===== config.mk =====
export PLATFORM = sky130hd
export DESIGN_NAME = pcc_channel
export DESIGN_NICKNAME = d
export VERILOG_FILES = /design/src/hw/pcc_pkg.sv /design/src/hw/pcc_channel.sv
export VERILOG_INCLUDE_DIRS = /design/src /design/src/hw
export SDC_FILE = /design/constraint.sdc
export NUM_CORES = 1
export LEC_CHECK = 0
export BUFFER_PORTS_ARGS = -buffer_cell sky130_fd_sc_hd__buf_2
export CAP_MARGIN = 40
export CORE_ASPECT_RATIO = 0.5
export CORE_MARGIN = 2
export CORE_UTILIZATION = 40
export DETAILED_ROUTE_END_ITERATION = 6
export SLEW_MARGIN = 10
export SYNTH_ARGS = -nofsm -noshare
export SYNTH_HDL_FRONTEND = slang
export SYNTH_SLANG_ARGS = --single-unit

===== constraint.sdc =====
create_clock -name mclk_in -period 5.53 [get_ports mclk_in]
set_clock_uncertainty 0.1 [all_clocks]
set_input_delay 1.106 -clock mclk_in [delete_from_list [all_inputs] [get_ports mclk_in]]
set_output_delay 1.106 -clock mclk_in [all_outputs]
set_load 0.005 [all_outputs]

===== src/hw/pcc_regs.svh =====
`ifndef PCC_REGS_SVH
`define PCC_REGS_SVH

// ****************************************************************
// register byte offsets
// ****************************************************************
`define PCC_OFS_CHAN_MODE     8'h00
`define PCC_OFS_CHAN_DUTY     8'h04
`define PCC_OFS_DUTY_SHADOW   8'h08
`define PCC_OFS_CHAN_PERIOD   8'h0c
`define PCC_OFS_CMP_VALUE     8'h10
`define PCC_OFS_CMP_VAL_SHAD  8'h14
`define PCC_OFS_CMP_MODE      8'h18
`define PCC_OFS_CMP_MODE_SHAD 8'h1c
`define PCC_OFS_CONTROL       8'h20
`define PCC_OFS_STATUS        8'h24

// ****************************************************************
// field positions
// ****************************************************************
`define PCC_CM_PRESCALE_LSB   0
`define PCC_CM_ALIGN_BIT      8
`define PCC_CM_START_BIT      9
`define PCC_CM_EVSEL_BIT      10
`define PCC_CM_DTE_BIT        16
`define PCC_CM_HIGH_SIDE_DEADTIME_INVERT_BIT       17
`define PCC_CM_LOW_SIDE_DEADTIME_INVERT_BIT       18
`define PCC_CV_DIR_BIT        24
`define PCC_MD_EN_BIT         0
`define PCC_MD_TRIG_LSB       4
`define PCC_MD_PER_LSB        8
`define PCC_MD_PCNT_LSB       12
`define PCC_MD_UPR_LSB        16
`define PCC_MD_UCNT_LSB       20
`define PCC_CTL_EN_BIT        0
`define PCC_ST_EVENT_BIT      0
`define PCC_ST_MATCH_BIT      1

// ****************************************************************
// codes, groups and reset values
// ****************************************************************
`define PCC_PRE_DIV_MAX       4'ha
`define PCC_PRE_DIVIDER_A_CLOCK          4'hb
`define PCC_PRE_DIVIDER_B_CLOCK          4'hc
`define PCC_GRP_MODE          2
`define PCC_GRP_PERIOD        3
`define PCC_RST_WORD          32'h0000_0000
`define PCC_DEAD_CYCLES_DEF   4

`endif


===== src/hw/pcc_pkg.sv =====
package pcc_pkg;

  typedef struct packed {
    logic       lo_inv;
    logic       hi_inv;
    logic       dt_en;
    logic       ev_sel;
    logic       start_lvl;
    logic       center;
    logic [3:0] prescale;
  } pcc_chan_mode_s;

  typedef struct packed {
    logic [3:0] interval;
    logic [3:0] limit;
    logic [3:0] trigger;
    logic       enable;
  } pcc_cmp_mode_s;

  typedef struct packed {
    logic        down;
    logic [15:0] value;
  } pcc_cmp_val_s;

  typedef enum logic [2:0] {
    PCC_DT_IDLE = 3'b001,
    PCC_DT_WAIT = 3'b010,
    PCC_DT_RUN  = 3'b100
  } pcc_dt_state_e;

endpackage


===== src/hw/pcc_channel.sv =====
`timescale 1ns/1ps
`include "pcc_regs.svh"
// Notes on behaviour
// - comparison checked only in the channel 0 period where period count equals trigger.
// - period count runs 0..limit then wraps, one check per limit+1 periods.
// - live period count is readable; writes to it do nothing.
// - new comparison settings apply every interval+1 channel 0 periods.
// - live update count is readable; writes to it do nothing.
// - write-only mode shadow holds enable, trigger, limit and interval.
// - enable 0 means no match ever; 1 allows matches; shadow same coding.
// - channel mode writes ignored while group two soft or hard lock set.
// - prescale codes 0..10 divide clock by 1..1024; 11 and 12 pick divider ticks.
// - alignment 0 gives left-aligned period, 1 gives up-down centre period.
// - start level sets comparator output level at the start of each period.
// - event at every period end; also at half period when centred and selected.
// - dead-time enable turns dead-time generator off or on.
// - high-side inversion bit inverts dead-time high-side output.
// - low-side inversion bit inverts dead-time low-side output.
// - duty and period hold only the low 16 bits.
// - write-only duty shadow gives glitch-free duty changes.
// - period writes ignored while group three soft or hard lock set.
// - left-aligned period lasts period times the tick ratio.
// - centre-aligned period lasts twice period times the tick ratio.
// - compare value matches channel 0 counter; in centre mode only, up or down by direction bit.
// - counter clears on channel enable and at period end when left-aligned.
module pcc_channel
  import pcc_pkg::*;
#(
  parameter int CNT_W       = 16,
  parameter int DEAD_CYCLES = `PCC_DEAD_CYCLES_DEF
)(
  // clock and reset
  input  wire logic        mclk_in,
  input  wire logic        reset_in,
  // wishbone slave
  input  wire logic        wb_cyc_in,
  input  wire logic        wb_stb_in,
  input  wire logic        wb_we_in,
  input  wire logic [7:0]  wb_adr_in,
  input  wire logic [3:0]  wb_sel_in,
  input  wire logic [31:0] wb_dat_in,
  output logic      [31:0] wb_dat_out,
  output logic             wb_ack_out,
  // write-protect status, one bit per register group
  input  wire logic [5:0]  soft_lock_status_in,
  input  wire logic [5:0]  hard_lock_status_in,
  // divider tick enables
  input  wire logic        divider_a_tick_in,
  input  wire logic        divider_b_tick_in,
  // waveform outputs
  output logic             comparator_out,
  output logic             high_side_out,
  output logic             low_side_out,
  output logic             channel_event_out,
  output logic             compare_match_out
);

  // parameter checks at elaboration
  if (CNT_W < 2 || CNT_W > 16)
  begin : g_bad_cnt_w
    $error("pcc_channel: CNT_W must be 2..16");
  end
  if (DEAD_CYCLES < 1 || DEAD_CYCLES > 255)
  begin : g_bad_dead
    $error("pcc_channel: DEAD_CYCLES must be 1..255");
  end

  localparam logic [7:0] DEAD_LOAD = 8'(DEAD_CYCLES);

  // ****************************************************************
  // helpers
  // ****************************************************************
  function automatic logic [31:0] merge(input logic [31:0] old_v,
                                        input logic [31:0] new_v,
                                        input logic [3:0]  sel);
    logic [31:0] r;
    r = old_v;
    for (int i = 0; i < 4; i++)
      if (sel[i])
        r[8*i +: 8] = new_v[8*i +: 8];
    return r;
  endfunction

  function automatic logic locked(input int grp,
                                  input logic [5:0] sw,
                                  input logic [5:0] hw);
    return sw[grp] | hw[grp];
  endfunction

  // ****************************************************************
  // bus slave
  // ****************************************************************
  logic        ack_reg;
  logic [31:0] rdat_reg;
  logic        wr_fire;
  logic [31:0] rd_next;
  logic        event_sticky_reg;
  logic        match_sticky_reg;

  pcc_chan_mode_s   mode_reg;
  logic [CNT_W-1:0] duty_reg;
  logic [CNT_W-1:0] duty_shad_reg;
  logic             duty_pend_reg;
  logic [CNT_W-1:0] period_reg;
  pcc_cmp_val_s     cval_reg;
  pcc_cmp_val_s     cval_shad_reg;
  logic             cval_pend_reg;
  pcc_cmp_mode_s    cmode_reg;
  pcc_cmp_mode_s    cmode_shad_reg;
  logic             cmode_pend_reg;
  logic [3:0]       pcnt_reg;
  logic [3:0]       ucnt_reg;
  logic             enable_reg;

  // write acts at the edge where the master sees ack
  assign wr_fire = wb_cyc_in & wb_stb_in & wb_we_in & ack_reg;

  always_comb
  begin
    rd_next = `PCC_RST_WORD;
    unique case (wb_adr_in)
      `PCC_OFS_CHAN_MODE:
        rd_next[18:0] = {mode_reg.lo_inv, mode_reg.hi_inv, mode_reg.dt_en, 5'h00,
                         mode_reg.ev_sel, mode_reg.start_lvl, mode_reg.center,
                         4'h0, mode_reg.prescale};
      `PCC_OFS_CHAN_DUTY:   rd_next[CNT_W-1:0] = duty_reg;
      `PCC_OFS_CHAN_PERIOD: rd_next[CNT_W-1:0] = period_reg;
      `PCC_OFS_CMP_VALUE:
      begin
        rd_next[15:0]             = cval_reg.value;
        rd_next[`PCC_CV_DIR_BIT]  = cval_reg.down;
      end
      `PCC_OFS_CMP_MODE:
      begin
        rd_next[`PCC_MD_EN_BIT]             = cmode_reg.enable;
        rd_next[`PCC_MD_TRIG_LSB +: 4]      = cmode_reg.trigger;
        rd_next[`PCC_MD_PER_LSB +: 4]       = cmode_reg.limit;
        rd_next[`PCC_MD_PCNT_LSB +: 4]      = pcnt_reg;
        rd_next[`PCC_MD_UPR_LSB +: 4]       = cmode_reg.interval;
        rd_next[`PCC_MD_UCNT_LSB +: 4]      = ucnt_reg;
      end
      `PCC_OFS_CONTROL:     rd_next[`PCC_CTL_EN_BIT] = enable_reg;
      `PCC_OFS_STATUS:
      begin
        rd_next[`PCC_ST_EVENT_BIT] = event_sticky_reg;
        rd_next[`PCC_ST_MATCH_BIT] = match_sticky_reg;
      end
      // shadows are write-only and unmapped words read zero
      default: rd_next = `PCC_RST_WORD;
    endcase
  end

  always_ff @(posedge mclk_in)
  begin
    if (reset_in)
    begin
      ack_reg  <= 1'b0;
      rdat_reg <= `PCC_RST_WORD;
    end
    else
    begin
      ack_reg  <= wb_cyc_in & wb_stb_in & ~ack_reg;
      rdat_reg <= rd_next;
    end
  end

  assign wb_ack_out = ack_reg;
  assign wb_dat_out = rdat_reg;

  // ****************************************************************
  // channel configuration registers
  // ****************************************************************
  logic [31:0] wv;
  logic        period_start;
  assign wv = merge(`PCC_RST_WORD, wb_dat_in, wb_sel_in);

  always_ff @(posedge mclk_in)
  begin
    if (reset_in)
      mode_reg <= '0;
    else if (wr_fire && wb_adr_in == `PCC_OFS_CHAN_MODE &&
             !locked(`PCC_GRP_MODE, soft_lock_status_in, hard_lock_status_in))
    begin
      if (wb_sel_in[0])
        mode_reg.prescale <= wv[`PCC_CM_PRESCALE_LSB +: 4];
      if (wb_sel_in[1])
      begin
        mode_reg.center    <= wv[`PCC_CM_ALIGN_BIT];
        mode_reg.start_lvl <= wv[`PCC_CM_START_BIT];
        mode_reg.ev_sel    <= wv[`PCC_CM_EVSEL_BIT];
      end
      if (wb_sel_in[2])
      begin
        mode_reg.dt_en  <= wv[`PCC_CM_DTE_BIT];
        mode_reg.hi_inv <= wv[`PCC_CM_HIGH_SIDE_DEADTIME_INVERT_BIT];
        mode_reg.lo_inv <= wv[`PCC_CM_LOW_SIDE_DEADTIME_INVERT_BIT];
      end
    end
  end

  always_ff @(posedge mclk_in)
  begin
    if (reset_in)
      period_reg <= '0;
    else if (wr_fire && wb_adr_in == `PCC_OFS_CHAN_PERIOD &&
             !locked(`PCC_GRP_PERIOD, soft_lock_status_in, hard_lock_status_in))
      period_reg <= CNT_W'(merge(32'(period_reg), wb_dat_in, wb_sel_in));
  end

  // duty: direct write, or shadow loaded at the next period start
  always_ff @(posedge mclk_in)
  begin
    if (reset_in)
    begin
      duty_reg      <= '0;
      duty_shad_reg <= '0;
      duty_pend_reg <= 1'b0;
    end
    else
    begin
      if (wr_fire && wb_adr_in == `PCC_OFS_CHAN_DUTY)
        duty_reg <= CNT_W'(merge(32'(duty_reg), wb_dat_in, wb_sel_in));
      else if (period_start && duty_pend_reg)
        duty_reg <= duty_shad_reg;
      if (wr_fire && wb_adr_in == `PCC_OFS_DUTY_SHADOW)
      begin
        duty_shad_reg <= CNT_W'(merge(32'(duty_shad_reg), wb_dat_in, wb_sel_in));
        duty_pend_reg <= 1'b1;  // a new write wins over the clear below
      end
      else if (period_start)
        duty_pend_reg <= 1'b0;
    end
  end

  always_ff @(posedge mclk_in)
  begin
    if (reset_in)
      enable_reg <= 1'b0;
    else if (wr_fire && wb_adr_in == `PCC_OFS_CONTROL && wb_sel_in[0])
      enable_reg <= wb_dat_in[`PCC_CTL_EN_BIT];
  end

  // ****************************************************************
  // tick selection
  // ****************************************************************
  logic [9:0] pre_cnt_reg;
  logic       tick;

  always_ff @(posedge mclk_in)
  begin
    if (reset_in)
      pre_cnt_reg <= '0;
    else
      pre_cnt_reg <= pre_cnt_reg + 10'h001;
  end

  // code k ticks when the low k bits of the free counter are all ones
  always_comb
  begin
    tick = 1'b0;
    if (mode_reg.prescale <= `PCC_PRE_DIV_MAX)
      tick = &(pre_cnt_reg | ~((10'h001 << mode_reg.prescale) - 10'h001));
    else if (mode_reg.prescale == `PCC_PRE_DIVIDER_A_CLOCK)
      tick = divider_a_tick_in;
    else if (mode_reg.prescale == `PCC_PRE_DIVIDER_B_CLOCK)
      tick = divider_b_tick_in;
  end

  // ****************************************************************
  // channel counter
  // ****************************************************************
  logic [CNT_W-1:0] cnt_reg;
  logic             down_reg;
  logic             enable_d_reg;
  logic             half_point;
  logic             moved_reg;
  logic             start_up;

  assign start_up = enable_reg & ~enable_d_reg;
  // left: counts 0..period-1, so period ticks; centre: 0..period..0, twice that
  assign period_start = enable_reg & tick &
                        (mode_reg.center ? (down_reg && cnt_reg <= CNT_W'(1))
                                         : (cnt_reg + CNT_W'(1) >= period_reg));
  assign half_point   = enable_reg & tick & mode_reg.center & ~down_reg &
                        (cnt_reg + CNT_W'(1) >= period_reg);

  always_ff @(posedge mclk_in)
  begin
    if (reset_in)
    begin
      cnt_reg      <= '0;
      down_reg     <= 1'b0;
      enable_d_reg <= 1'b0;
      moved_reg    <= 1'b0;
    end
    else
    begin
      enable_d_reg <= enable_reg;
      moved_reg    <= enable_reg & tick;
      if (start_up)
      begin
        cnt_reg  <= '0;
        down_reg <= 1'b0;
      end
      else if (period_start)
      begin
        cnt_reg  <= '0;
        down_reg <= 1'b0;
      end
      else if (half_point)
      begin
        cnt_reg  <= period_reg;
        down_reg <= 1'b1;
      end
      else if (enable_reg && tick)
        cnt_reg <= down_reg ? cnt_reg - CNT_W'(1) : cnt_reg + CNT_W'(1);
    end
  end

  // ****************************************************************
  // waveform and event
  // ****************************************************************
  logic oc_next;
  assign oc_next = (cnt_reg < duty_reg) ? mode_reg.start_lvl : ~mode_reg.start_lvl;

  always_ff @(posedge mclk_in)
  begin
    if (reset_in)
    begin
      comparator_out    <= 1'b0;
      channel_event_out <= 1'b0;
    end
    else
    begin
      comparator_out    <= enable_reg ? oc_next : mode_reg.start_lvl;
      channel_event_out <= period_start | (half_point & mode_reg.ev_sel);
    end
  end

  // ****************************************************************
  // dead-time generator
  // ****************************************************************
  pcc_dt_state_e dt_state_reg;
  logic [7:0]    dt_cnt_reg;
  logic          oc_seen_reg;
  logic          oc_edge;
  logic          hi_raw;
  logic          lo_raw;

  // edge seen combinationally so the gap starts in the very cycle the level flips
  assign oc_edge = comparator_out ^ oc_seen_reg;

  always_ff @(posedge mclk_in)
  begin
    if (reset_in)
    begin
      dt_state_reg <= PCC_DT_IDLE;
      dt_cnt_reg   <= '0;
      oc_seen_reg  <= 1'b0;
    end
    else
    begin
      oc_seen_reg <= comparator_out;
      unique case (dt_state_reg)
        PCC_DT_IDLE:
          if (mode_reg.dt_en)
            dt_state_reg <= PCC_DT_RUN;
        PCC_DT_RUN:
          if (!mode_reg.dt_en)
            dt_state_reg <= PCC_DT_IDLE;
          else if (oc_edge)
          begin
            dt_state_reg <= PCC_DT_WAIT;
            dt_cnt_reg   <= DEAD_LOAD;
          end
        PCC_DT_WAIT:
          if (!mode_reg.dt_en)
            dt_state_reg <= PCC_DT_IDLE;
          else if (oc_edge)
            dt_cnt_reg <= DEAD_LOAD;
          else if (dt_cnt_reg <= 8'h01)
            dt_state_reg <= PCC_DT_RUN;
          else
            dt_cnt_reg <= dt_cnt_reg - 8'h01;
      endcase
    end
  end

  // both sides held off during the gap so, with both inversion bits clear, the power stage never shoots through
  assign hi_raw = (dt_state_reg == PCC_DT_WAIT || oc_edge) ? 1'b0 : comparator_out;
  assign lo_raw = (dt_state_reg == PCC_DT_WAIT || oc_edge) ? 1'b0 : ~comparator_out;

  always_ff @(posedge mclk_in)
  begin
    if (reset_in)
    begin
      high_side_out <= 1'b0;
      low_side_out  <= 1'b0;
    end
    else if (dt_state_reg == PCC_DT_IDLE)
    begin
      high_side_out <= comparator_out;
      low_side_out  <= ~comparator_out;
    end
    else
    begin
      high_side_out <= hi_raw ^ mode_reg.hi_inv;
      low_side_out  <= lo_raw ^ mode_reg.lo_inv;
    end
  end

  // ****************************************************************
  // comparison unit
  // ****************************************************************
  logic upd_due;
  logic match;
  assign upd_due = period_start && ucnt_reg == cmode_reg.interval;

  always_ff @(posedge mclk_in)
  begin
    if (reset_in)
    begin
      cval_reg       <= '0;
      cval_shad_reg  <= '0;
      cval_pend_reg  <= 1'b0;
      cmode_reg      <= '0;
      cmode_shad_reg <= '0;
      cmode_pend_reg <= 1'b0;
    end
    else
    begin
      if (wr_fire && wb_adr_in == `PCC_OFS_CMP_VALUE)
      begin
        cval_reg.value <= 16'(merge(32'(cval_reg.value), wb_dat_in, wb_sel_in));
        if (wb_sel_in[3])
          cval_reg.down <= wb_dat_in[`PCC_CV_DIR_BIT];
      end
      else if (upd_due && cmode_pend_reg && cval_pend_reg)
        cval_reg <= cval_shad_reg;
      if (wr_fire && wb_adr_in == `PCC_OFS_CMP_MODE)
        // count fields are live and ignore writes
        cmode_reg <= {wv[`PCC_MD_UPR_LSB +: 4], wv[`PCC_MD_PER_LSB +: 4],
                      wv[`PCC_MD_TRIG_LSB +: 4], wv[`PCC_MD_EN_BIT]};
      else if (upd_due && cmode_pend_reg)
        cmode_reg <= cmode_shad_reg;
      if (wr_fire && wb_adr_in == `PCC_OFS_CMP_VAL_SHAD)
      begin
        cval_shad_reg <= {wv[`PCC_CV_DIR_BIT], wv[15:0]};
        cval_pend_reg <= 1'b1;
      end
      else if (upd_due && cmode_pend_reg)
        cval_pend_reg <= 1'b0;
      if (wr_fire && wb_adr_in == `PCC_OFS_CMP_MODE_SHAD)
      begin
        cmode_shad_reg <= {wv[`PCC_MD_UPR_LSB +: 4], wv[`PCC_MD_PER_LSB +: 4],
                           wv[`PCC_MD_TRIG_LSB +: 4], wv[`PCC_MD_EN_BIT]};
        cmode_pend_reg <= 1'b1;
      end
      else if (upd_due)
        cmode_pend_reg <= 1'b0;
    end
  end

  always_ff @(posedge mclk_in)
  begin
    if (reset_in)
    begin
      pcnt_reg <= '0;
      ucnt_reg <= '0;
    end
    else if (period_start)
    begin
      pcnt_reg <= (pcnt_reg >= cmode_reg.limit) ? 4'h0 : pcnt_reg + 4'h1;
      ucnt_reg <= upd_due ? 4'h0 : ucnt_reg + 4'h1;
    end
  end

  // evaluated once per counter step, after the step lands
  assign match = moved_reg & cmode_reg.enable &
                 (pcnt_reg == cmode_reg.trigger) &
                 (32'(cnt_reg) == 32'(cval_reg.value)) &
                 (!mode_reg.center || (down_reg == cval_reg.down));

  always_ff @(posedge mclk_in)
  begin
    if (reset_in)
      compare_match_out <= 1'b0;
    else
      compare_match_out <= match;
  end

  // sticky status: a new event wins over a write-one clear
  always_ff @(posedge mclk_in)
  begin
    if (reset_in)
    begin
      event_sticky_reg <= 1'b0;
      match_sticky_reg <= 1'b0;
    end
    else
    begin
      if (channel_event_out)
        event_sticky_reg <= 1'b1;
      else if (wr_fire && wb_adr_in == `PCC_OFS_STATUS && wb_sel_in[0] &&
               wb_dat_in[`PCC_ST_EVENT_BIT])
        event_sticky_reg <= 1'b0;
      if (compare_match_out)
        match_sticky_reg <= 1'b1;
      else if (wr_fire && wb_adr_in == `PCC_OFS_STATUS && wb_sel_in[0] &&
               wb_dat_in[`PCC_ST_MATCH_BIT])
        match_sticky_reg <= 1'b0;
    end
  end

endmodule


# Yosys cells after proc, flatten, opt, wreduce, memory -nomap -nowiden
# Cells that the tools add are included.
# classes
n_reduce_logical,56
muxes,56
addsub,7
mul,0
bitwise,30
n_lt_le_gt_ge,6
eq_ne,31
div,0
n_shift,1
# op_table
operator,n
two-way mux 16 bit,5
two-way mux 8 bit,9
case mux 12 bit (5 select lines),1
two-way mux 17 bit,2
equality test 8 x 5 -> 1 bit (second input constant),4
two-way mux 13 bit,2
AND reduction 2 bit,12
logical AND 1 bit,22
two-way mux 1 bit,22
nonzero test 2 bit,10
two-way mux 3 bit,6
inequality test 2 bit (second input constant),9
adder 16 x 1 -> 16 bit (second input constant),1
equality test 16 bit,1
equality test 8 x 4 -> 1 bit (second input constant),2
equality test 8 x 6 -> 1 bit (second input constant),2
greater-or-equal comparator 16 bit,1
less-or-equal comparator 16 x 1 -> 1 bit (second input constant),1
< comparator 16 bit,1
case mux 8 bit (2 select lines),1
subtractor 16 x 1 -> 16 bit (second input constant),1
AND 1 bit,15
two-way mux 4 bit,3
inequality test 3 bit (second input constant),4
other kinds (33),50
# word_totals
input_bits,63
register_bits,211
mem_count,0
latchBits,0
word_cells,239
mem_bits_ro,0
ram_bits,0

# Depth between registers and ports, before layout
# Gate-level depths: netlist of run 1.
# depth
word_depth,13
depth_mapped,16
depth_no_buf,14

# Worst setup path after synthesis of run 1
# Ideal clock, no wire load.
# synth_timing
kind,flip-flop to flip-flop
startpoint,register cnt_reg[3]
endpoint,register cmode_reg[9] (netlist name)
path_stages_with_launch,17
period_less_slack_ns,4.050
setup_slack_ns,1.480
arrival_time_ns,3.865
cell_sequence,dfxtp_1 -> buf_1 -> nand4_1 -> nor3_1 -> nand3_1 -> xnor2_1 -> ha_1 -> nand4_1 -> a211oi_1 -> o41ai_1 -> a21oi_1 -> o31ai_4 -> or4b_1 -> buf_2 -> buf_6 -> mux2i_1 -> a211oi_1
# synth_via
elab_chain_len,7
word_cells_on_any_way,9
classes_between,add/sub (1); order compare (2); mux (1); bitwise (1); reduce/logical (4)
# synth_lines
item,line_no,rtl
from (decl),pcc_channel.sv:272,logic [CNT_W-1:0] cnt_reg;
from (signal assigned),pcc_channel.sv:312,cnt_reg <= period_reg;
from (signal assigned),pcc_channel.sv:316,cnt_reg <= down_reg ? cnt_reg - CNT_W'(1) : cnt_reg + CNT_W'(1);
adder 16 x 1 -> 16 bit or less-or-equal comparator 16 x 1 -> 1 bit (tied branches),"pcc_channel.sv:283, pcc_channel.sv:282",
greater-or-equal comparator 16 bit or logical AND 1 bit (tied branches),"pcc_channel.sv:283, pcc_channel.sv:282",
two-way mux 1 bit (*),pcc_channel.sv:282,(mode_reg.center ? (down_reg && cnt_reg <= CNT_W'(1))
AND 1 bit (*),pcc_channel.sv:281,assign period_start = enable_reg & tick &
logical AND 1 bit (*),pcc_channel.sv:417,assign upd_due = period_start && ucnt_reg == cmode_reg.interval;
logical AND 1 bit (*),pcc_channel.sv:444,else if (upd_due && cmode_pend_reg)
nonzero test 2 bit (no line) (*),--,
to (signal assigned),pcc_channel.sv:442,"cmode_reg <= {wv[`PCC_MD_UPR_LSB +: 4], wv[`PCC_MD_PER_LSB +: 4],"
to (signal assigned),pcc_channel.sv:445,cmode_reg <= cmode_shad_reg;
to (decl),pcc_channel.sv:108,pcc_cmp_mode_s cmode_reg;
# Every way passes the cells marked *; elsewhere a longest branch is shown, timed or not.
# A chain may end at the register's enable or synchronous reset.

# Worst setup path after layout of run 1
# layout_timing
startpoint,register cnt_reg[5]
endpoint,register cmode_reg[8] (netlist name)
# The elaborated chain is that of the path after synthesis.

==> impl.org, run 1 <==
** Floorplan
- The core region is roughly 27000 um^2.
- Starting density of the core :: 40.8%
- The die covers 28500 um^2.
- The floorplan has 42 rows.
- I/O pin total :: slightly above 100
- From left edge to right edge, the die measures 237 um.
- Die height :: roughly 120 um

** Synthesis
- The largest total area in the synthesized netlist belongs to sky130_fd_sc_hd__dfxtp_1.
- In this run, synthesis inferred 0 flip-flops with an integrated enable.
- Averaged over all synthesized cells, the footprint is ~8.1 um^2.
- Summing every instance area after synthesis gives 10800 um^2.
- In this run the biggest area consumer among cell types represents 37.7% of the synthesized area.
- In this run, synthesis produced a sequential element count of 204.
- Ranked by total cell area, the synthesized netlist is headed by sky130_fd_sc_hd__dfxtp_1, sky130_fd_sc_hd__a21oi_1, sky130_fd_sc_hd__mux2i_1.
- In the synthesized netlist the async set-or-reset flop fraction comes to 0%.
- Total of warnings raised by yosys :: 0
- Prevailing post-synth register cell :: sky130_fd_sc_hd__dfxtp_1
- Sequential elements use 37.7% of the synthesized area.
- Synthesis produced 1333 cells.
- The synthesized netlist contains between 70 and 80 unique library cells.

** GRT
- The number of global-route vias before repair was 9127.
- Antenna violations before repair :: 1
- Final global-route overflow total :: 0
- The first global-routing pass estimated 49500 um of wire.
- Maximum number of pins on one net before global-route repair :: 135
- For this run, the total global-route usage over all layers was measured as 21.8%.

** Run status
- Failing checks :: design-rule violations
- Run status :: finished, violations left

** Placed design
- After legalization and detailed placement, the total HPWL measured 22600 um.
- Post-detailed-placement cell area :: 11500 um^2
- In this run, placement finished with an instance count of between 1500 and 2000.
- Routability-driven placement finished with a final weighted congestion of 0.894.
- Port Buf Inserts :: 74

** Clock tree
- Clock tree synthesis found a total of 204 sinks.
- Maximum level of the CTS H-tree :: 1
- No sink is reached through more buffers than the 3 on the longest clock path.
- Buffers inserted to repair hold after CTS numbered 0.
- In this run the clock root is driven by a sky130_fd_sc_hd__clkbuf_16.
- Clock insertion delay at the later pin of the skew report :: roughly 0.52 ns
- Post-cts sizing count :: 0
- Clock tree from TritonCTS :: yes
- Counting the buffers created by CTS gives 20.
- Buffers inserted by post-CTS timing repair :: 0
- After clock tree synthesis, the clock-pin slew on the worst setup and hold paths is 0.07 ns.

** Pwr
- In this run the static leakage power is 4.33 nW.
- The worst-case IR drop observed on VDD is 0.175 mV.
- Power density cells :: 246 nW/um^2

** Route
- The pre-antenna-repair detailed-routing pass consisted of 7 iterations.
- Wirelength, routed :: around 31000 um
- Violation count after the first detailed-routing iteration :: 866
- The count of nets left with antenna violations once routing finished came out at 0.
- After detailed routing, the number of vias per cell comes to 5.69.
- The routed layout has roughly 10000 vias.
- After detailed routing, the average wire length per cell comes to 18.2 um.
- Remaining routing DRC violations :: 15

** Timing
- Worst-margin pin slew :: 0.867 ns
- Total count of max-transition violations in the final report :: 0
- Unrepaired setup endpoints after global routing :: no
- Timing would allow up to 0.206 GHz.
- The smallest clock period supported by the final layout is computed as 4.86 ns.
- Final-report hold violation count :: 0
- Headroom to the max-slew limit came out at 42.2%.
- Setup violations remaining at the end of the flow were counted as 0.
- Accumulated negative setup slack :: 0 ns
- The final critical path takes up between 80% and 90% of the cycle.

** Setup path
- Along the worst path, the maximum fanout reaches 14.
- Data arrival, critical path :: 5.18 ns
- For the worst flop-to-flop path, the logic depth is 13.
- The worst setup path is captured at a flip-flop.
- Required time at the endpoint of the critical path :: approximately 6 ns
- On the worst path, the slowest cell contributes a delay of 0.98 ns.
- Reg2Reg Setup Slack :: 0.67 ns
- CP cell instances :: nand4_1 > nor3_1 > nand3_1 > xnor2_1 > ha_1 > nand4_1 > a211oi_1 > o41ai_1 > a21oi_1 > o31ai_4 > or4b_1 > mux2i_1 > a211oi_1
- For this design, the slowest cell found on the critical path is sky130_fd_sc_hd__or4b_1.
- STA classifies the critical path startpoint as a flip-flop.
- The critical path is of the reg -> reg type.

** Run
- Max cap viols :: 0

** Cells and area
- Counting the fill cells in the layout gives 2596.
- Once layout is complete, the cells apart from fillers number 1725.
- Number of nets in the final layout :: 1467
- The finished cells cover 12100 um^2.
- Largest register FFs :: 25
- Once layout is complete, the utilization of the core stands at between 40% and 50%.
- The post-route netlist has 11.4% of its cells at a drive strength greater than 1.
- Layout-stage area growth over the synthesis result :: 11.9%

** Hold path
- Worst hold path depth :: 2
- The tightest min-delay check is of the reg -> reg type.
## per-stage QoR
stage | worst slack [ns] | power (mW) | hold WS [ns]
after floorplan | 1.48 | 1.58 | 0.326
after global placement | 0.812 | 1.62 | 0.337
after detailed placement | 0.721 | 1.62 | 0.345
after CTS | 0.700 | 3.00 | 0.354
after global routing | 0.353 | 3.08 | 0.363
final | 0.672 | 2.98 | 0.350
## cell usage in the layout, fill, tap and decap left out, drive strengths merged, types with 5 or more instances in the layout
master / count
dfxtp: 204
nand2: 150
nor2: 136
a21oi: 120
nand3: 98
buf: 98
mux2i: 60
inv: 53
ha: 44
a211oi: 40
o21ai: 39
xor2: 30
xnor2: 30
clkbuf: 28
nor3: 25
nand2b: 18
nor4: 18
a311oi: 16
nand4: 13
a21o: 12
o22ai: 11
a222oi: 9
and3: 8
or3: 7
and2: 7
conb: 7
nor2b: 6
o41ai: 5
## synthesized netlist by cell type, types with 4 or more instances
master,instances
sky130_fd_sc_hd__a211oi_1,40
sky130_fd_sc_hd__a21o_1,12
sky130_fd_sc_hd__a21oi_1,120
sky130_fd_sc_hd__a221oi_1,4
sky130_fd_sc_hd__a222oi_1,9
sky130_fd_sc_hd__a22oi_1,4
sky130_fd_sc_hd__a311oi_1,16
sky130_fd_sc_hd__and2_1,7
sky130_fd_sc_hd__and3_1,8
sky130_fd_sc_hd__buf_1,6
sky130_fd_sc_hd__buf_2,10
sky130_fd_sc_hd__buf_4,10
sky130_fd_sc_hd__clkbuf_1,73
sky130_fd_sc_hd__dfxtp_1,204
sky130_fd_sc_hd__ha_1,44
sky130_fd_sc_hd__inv_1,53
sky130_fd_sc_hd__mux2i_1,60
sky130_fd_sc_hd__nand2_1,150
sky130_fd_sc_hd__nand2b_1,18
sky130_fd_sc_hd__nand3_1,97
sky130_fd_sc_hd__nand4_1,13
sky130_fd_sc_hd__nor2_1,134
sky130_fd_sc_hd__nor2b_1,6
sky130_fd_sc_hd__nor3_1,25
sky130_fd_sc_hd__nor3b_1,4
sky130_fd_sc_hd__nor4_1,14
sky130_fd_sc_hd__o21ai_0,37
sky130_fd_sc_hd__o21bai_1,4
sky130_fd_sc_hd__o22ai_1,11
sky130_fd_sc_hd__or3_1,7
sky130_fd_sc_hd__xnor2_1,30
sky130_fd_sc_hd__xor2_1,30
## power breakdown
group          internal (mW)  total, mW  leakage, nW  switching (mW)
clock                  0.783       1.39        0.319           0.610
sequential              1.47       1.48         1.64         0.00584
combinational         0.0309      0.108         2.37          0.0775
## cells by family after synthesis
family,share of synthesized area (%)
AOI/OAI and AO/OA,18.5
xor gates and xnor gates,4.86
adders and majority gates,5.09
buffers and inverters,5.84
DFF,37.7
muxes,5.55
other,0.0346
and+or+nand+nor,22.4
## per-layer routing
metal / share of wire (%) / up-vias / GRT usage (%)
met5: 0 / - / 0
met4: 2.0 / 0 / 5.02
met1: 47 / 4676 / 30.8
met3: 7.1 / 44 / 4.54
li1: - / 4778 / -
met2: 44 / 316 / 34.1
## final cells by class
class / instances / area (um^2) / area share (%)
Multi-Input combinational cell: 982 / 6160 / 50.9
Inverter: 53 / 199 / 1.64
Clock inverter: 6 / 72.6 / 0.599
Clock buffer: 28 / 581 / 4.79
Sequential cell: 204 / 4080 / 33.7
Antenna cell: 1 / 2.50 / 0.0207
Tap cell: 352 / 440 / 3.64
Timing Repair Buffer: 99 / 576 / 4.75
## path summary, 6_finish.rpt
kind                                                startpoint                        endpoint
worst min-delay path            duty_shad_reg[15]$_SDFFE_PP0P_  duty_shad_reg[15]$_SDFFE_PP0P_
worst max-delay path                   cnt_reg[5]$_SDFFE_PP0P_       cmode_reg[8]$_SDFFE_PP0P_
worst min register to register  duty_shad_reg[15]$_SDFFE_PP0P_  duty_shad_reg[15]$_SDFFE_PP0P_
worst max register to register         cnt_reg[5]$_SDFFE_PP0P_       cmode_reg[8]$_SDFFE_PP0P_
## critical path, delay by kind of cell, from the launching register on
kind,cells,cell delay [ns]
AOI/OAI and AO/OA,5,1.25
and+or+nand+nor,5,2.09
xor gates and xnor gates,1,0.16
adders and majority gates,1,0.32
muxes,1,0.23
DFF,1,0.59
(Power assumes the default switching activity.)
==> run 2: changes to the inputs <==
==> constraint.sdc (replaced) <==
create_clock -name mclk_in -period 5.53 [get_ports mclk_in]
set_clock_uncertainty 0.1 [all_clocks]
set_input_delay 0 -clock mclk_in [delete_from_list [all_inputs] [get_ports mclk_in]]
set_output_delay 0 -clock mclk_in [all_outputs]
set_load 0.005 [all_outputs]
==> impl.org, run 2 (synthesized netlist as in run 1, its figures left out) <==
** Run status
- The flow ran to the end, and the final reports show no timing, DRC or antenna violations.

** Setup path
- In this design, the stage delay of the slowest critical-path cell is 0.95 ns.
- STA classifies the critical path endpoint as a flip-flop.
- Required time at the endpoint of the critical path :: 5.85 ns
- Counting both buffers and inverters, the worst setup path holds a total of 0.
- Data arrival, critical path :: 5.17 ns
- Among cell families on the critical path, the largest total delay comes from simple AND/OR/NAND/NOR gates.
- The critical path goes through nand4_1 > nor3_1 > nand3_1 > xnor2_1 > ha_1 > nand4_1 > a211oi_1 > o41ai_1 > a21oi_1 > o31ai_4 > or4b_1 > mux2i_1 > a211oi_1.
- Among all stages on the critical path, the largest delay is contributed by sky130_fd_sc_hd__or4b_1.
- STA classifies the critical path startpoint as a flip-flop.
- Of all nets on the critical path, the largest fanout is 14.
- The critical path is of the reg -> reg type.

** Floorplan
- Row generation in the floorplan step produced 42 rows.
- 101 I/O pins were placed.
- In this run the vertical extent of the chip is 120 um.
- Starting density of the core :: 40.8%
- The die covers 28500 um^2.
- The die is 237 um wide.
- Standard cell core area :: 26500 um^2

** Cells and area
- Number of nets in the final layout :: ~1500
- In the layout the commonest cells are sky130_fd_sc_hd__dfxtp_1, sky130_fd_sc_hd__nand2_1, sky130_fd_sc_hd__nor2_1, sky130_fd_sc_hd__a21oi_1, sky130_fd_sc_hd__nand3_1.
- After filler insertion, the fill cell instance count of the layout stands at around 2500.
- The library cell used most frequently in the layout, excluding fill and tap cells, is sky130_fd_sc_hd__dfxtp_1.
- Layout cell share with drive strength beyond 1 :: around 11%
- Diode insertion count for antenna repair :: 0
- Layout-stage area growth over the synthesis result :: 16.6%
- Largest register FFs :: 25
- Area of all placed cells without fillers :: approximately 13000 um^2

** Clock tree
- The clock net in this run drives a total of 204 sinks.
- Root buffer selected by CTS :: sky130_fd_sc_hd__clkbuf_16
- Clock tree from TritonCTS :: yes
- Buffers inserted during clock tree synthesis total 21.
- Maximum buffer depth of the clock tree :: 3
- In this run the number of H-tree levels came out at 1.
- Clock-pin slew was measured on the worst setup and hold paths at 0.06 ns.
- Buffers inserted by post-CTS timing repair :: 0
- Clock insertion delay at the later pin of the skew report :: 0.53 ns

** Timing
- For the final routed database, the setup TNS stands at 0 ns.
- Total count of max-transition violations in the final report :: 0
- Worst-margin pin slew :: 0.936 ns
- The worst path in the final design needs a cycle of 4.85 ns, including I/O delays and setup.
- Final hold analysis gives a worst-case slack of 0.0445 ns.
- Smallest setup slack after layout :: 0.680 ns
- Setup violators final :: 0
- Measured against its own limit, the worst slew margin works out to 37.4%.
- The final number of hold-violating endpoints is 0.
- Setup repair after global routing left no endpoint under its margin.
- Based on the critical path, the design can be clocked at up to 0.206 GHz.
- The final critical path takes up 87.7% of the cycle.

** Route
- Wirelength, routed :: roughly 32000 um
- Detailed-route wire length per cell :: approximately 18 um
- For this run, design rule violations remaining after detail routing come to 0.
- Number of optimization iterations in the first detailed-route pass :: 7
- The count of nets left with antenna violations once routing finished came out at 0.
- Using the TritonRoute via totals, the vias-per-cell ratio works out to 5.70.
- Vias after detailed routing :: 10100
- Violation count after the first detailed-routing iteration :: between 800 and 900

** Run
- Max cap viols :: 0

** Placed design
- Before CTS, the worst setup slack after placement is 0.732 ns.
- Routability cong. :: 0.890
- Buffers placed on the I/O ports in this run total 74.
- Once detailed placement completed, the half-perimeter wirelength came to 22600 um.
- Post-detailed-placement cell area :: 11500 um^2

** GRT
- Vias in the first global route :: 9370
- All-Layer GR Usage :: 22.2%
- Final global-route overflow total :: 0
- The first global-routing pass estimated 50500 um of wire.
- Antenna violations before repair :: 0
- Entering global routing, the biggest net connects between 80 and 90 pins.

** Pwr
- VDD IR-drop max :: 0.168 mV
- The analysis attributes to cell leakage a power of 4.55 nW.
- Power density cells :: about 240 nW/um^2

** Hold path
- The path class of the tightest hold or removal check is in -> reg.
[run 2: cell count changes in the layout (fill, tap and decap cells not counted), sizes merged]
cell         change
dlygate4sd3     +47
diode            -1
bufinv           +1
clkinv           +1
clkbuf           -1
inv              +1
clkinvlp         +2
buf              +1
[run 2: worst paths after layout]
kind	from	end	slack, ns	cells after the start
setup / recovery	cnt_reg[3]$_SDFFE_PP0P_	cmode_reg[8]$_SDFFE_PP0P_	0.68	13
hold / removal	wb_adr_in[3]	enable_reg$_SDFFE_PP0P_	0.04	6
setup reg to reg	cnt_reg[3]$_SDFFE_PP0P_	cmode_reg[8]$_SDFFE_PP0P_	0.68	13
hold reg to reg	cval_shad_reg[2]$_SDFFE_PP0P_	cval_shad_reg[2]$_SDFFE_PP0P_	0.35	2
[run 2: metal layers]
metal | GRT usage, % | vias to the layer above | share of wire [%]
li1 | - | 4875 | -
met1 | 31.2 | 4872 | 46
met2 | 35.0 | 334 | 44
met4 | 6.09 | 0 | 2.1
met5 | 0 | - | 0
met3 | 3.97 | 48 | 7.4
[run 2: power by group]
group	leakage (nW)	internal (mW)	switching, mW	total [mW]
registers	1.64	1.47	0.00531	1.48
logic	2.58	0.0497	0.0831	0.133
clock network	0.325	0.814	0.622	1.44
total	4.55	2.34	0.711	3.05
[run 2: timing repair]
item / CTS / global route
resized for setup: 0 / 0
endpoints found under the hold margin: 129 / 0
hold buffers: 47 / 0
[run 2: cell type report]
cell class / instances / area [um^2] / share of cell area, %
Inverter: 53 / 199 / 1.58
Clock inverter: 11 / 120 / 0.951
Multi-Input combinational cell: 982 / 6160 / 48.8
Tap cell: 352 / 440 / 3.49
Timing Repair Buffer: 147 / 1060 / 8.41
Sequential cell: 204 / 4080 / 32.3
Clock buffer: 27 / 558 / 4.42
[run 2: tightest hold or removal path, delay by kind of cell]
kind	cells	cell delay, ns
buffers and inverters	1	0.13
multiplexers	1	0.11
AND/OR/NAND/NOR	4	0.38
[run 2: per-stage QoR]
step	utilization, %	cells	total power, mW
floorplan	-	1339	1.58
global placement	43.0	1685	1.62
detailed placement	43.2	1691	1.62
CTS	47.6	1776	3.08
global route	47.6	1776	3.15
finish	47.6	1776	3.05
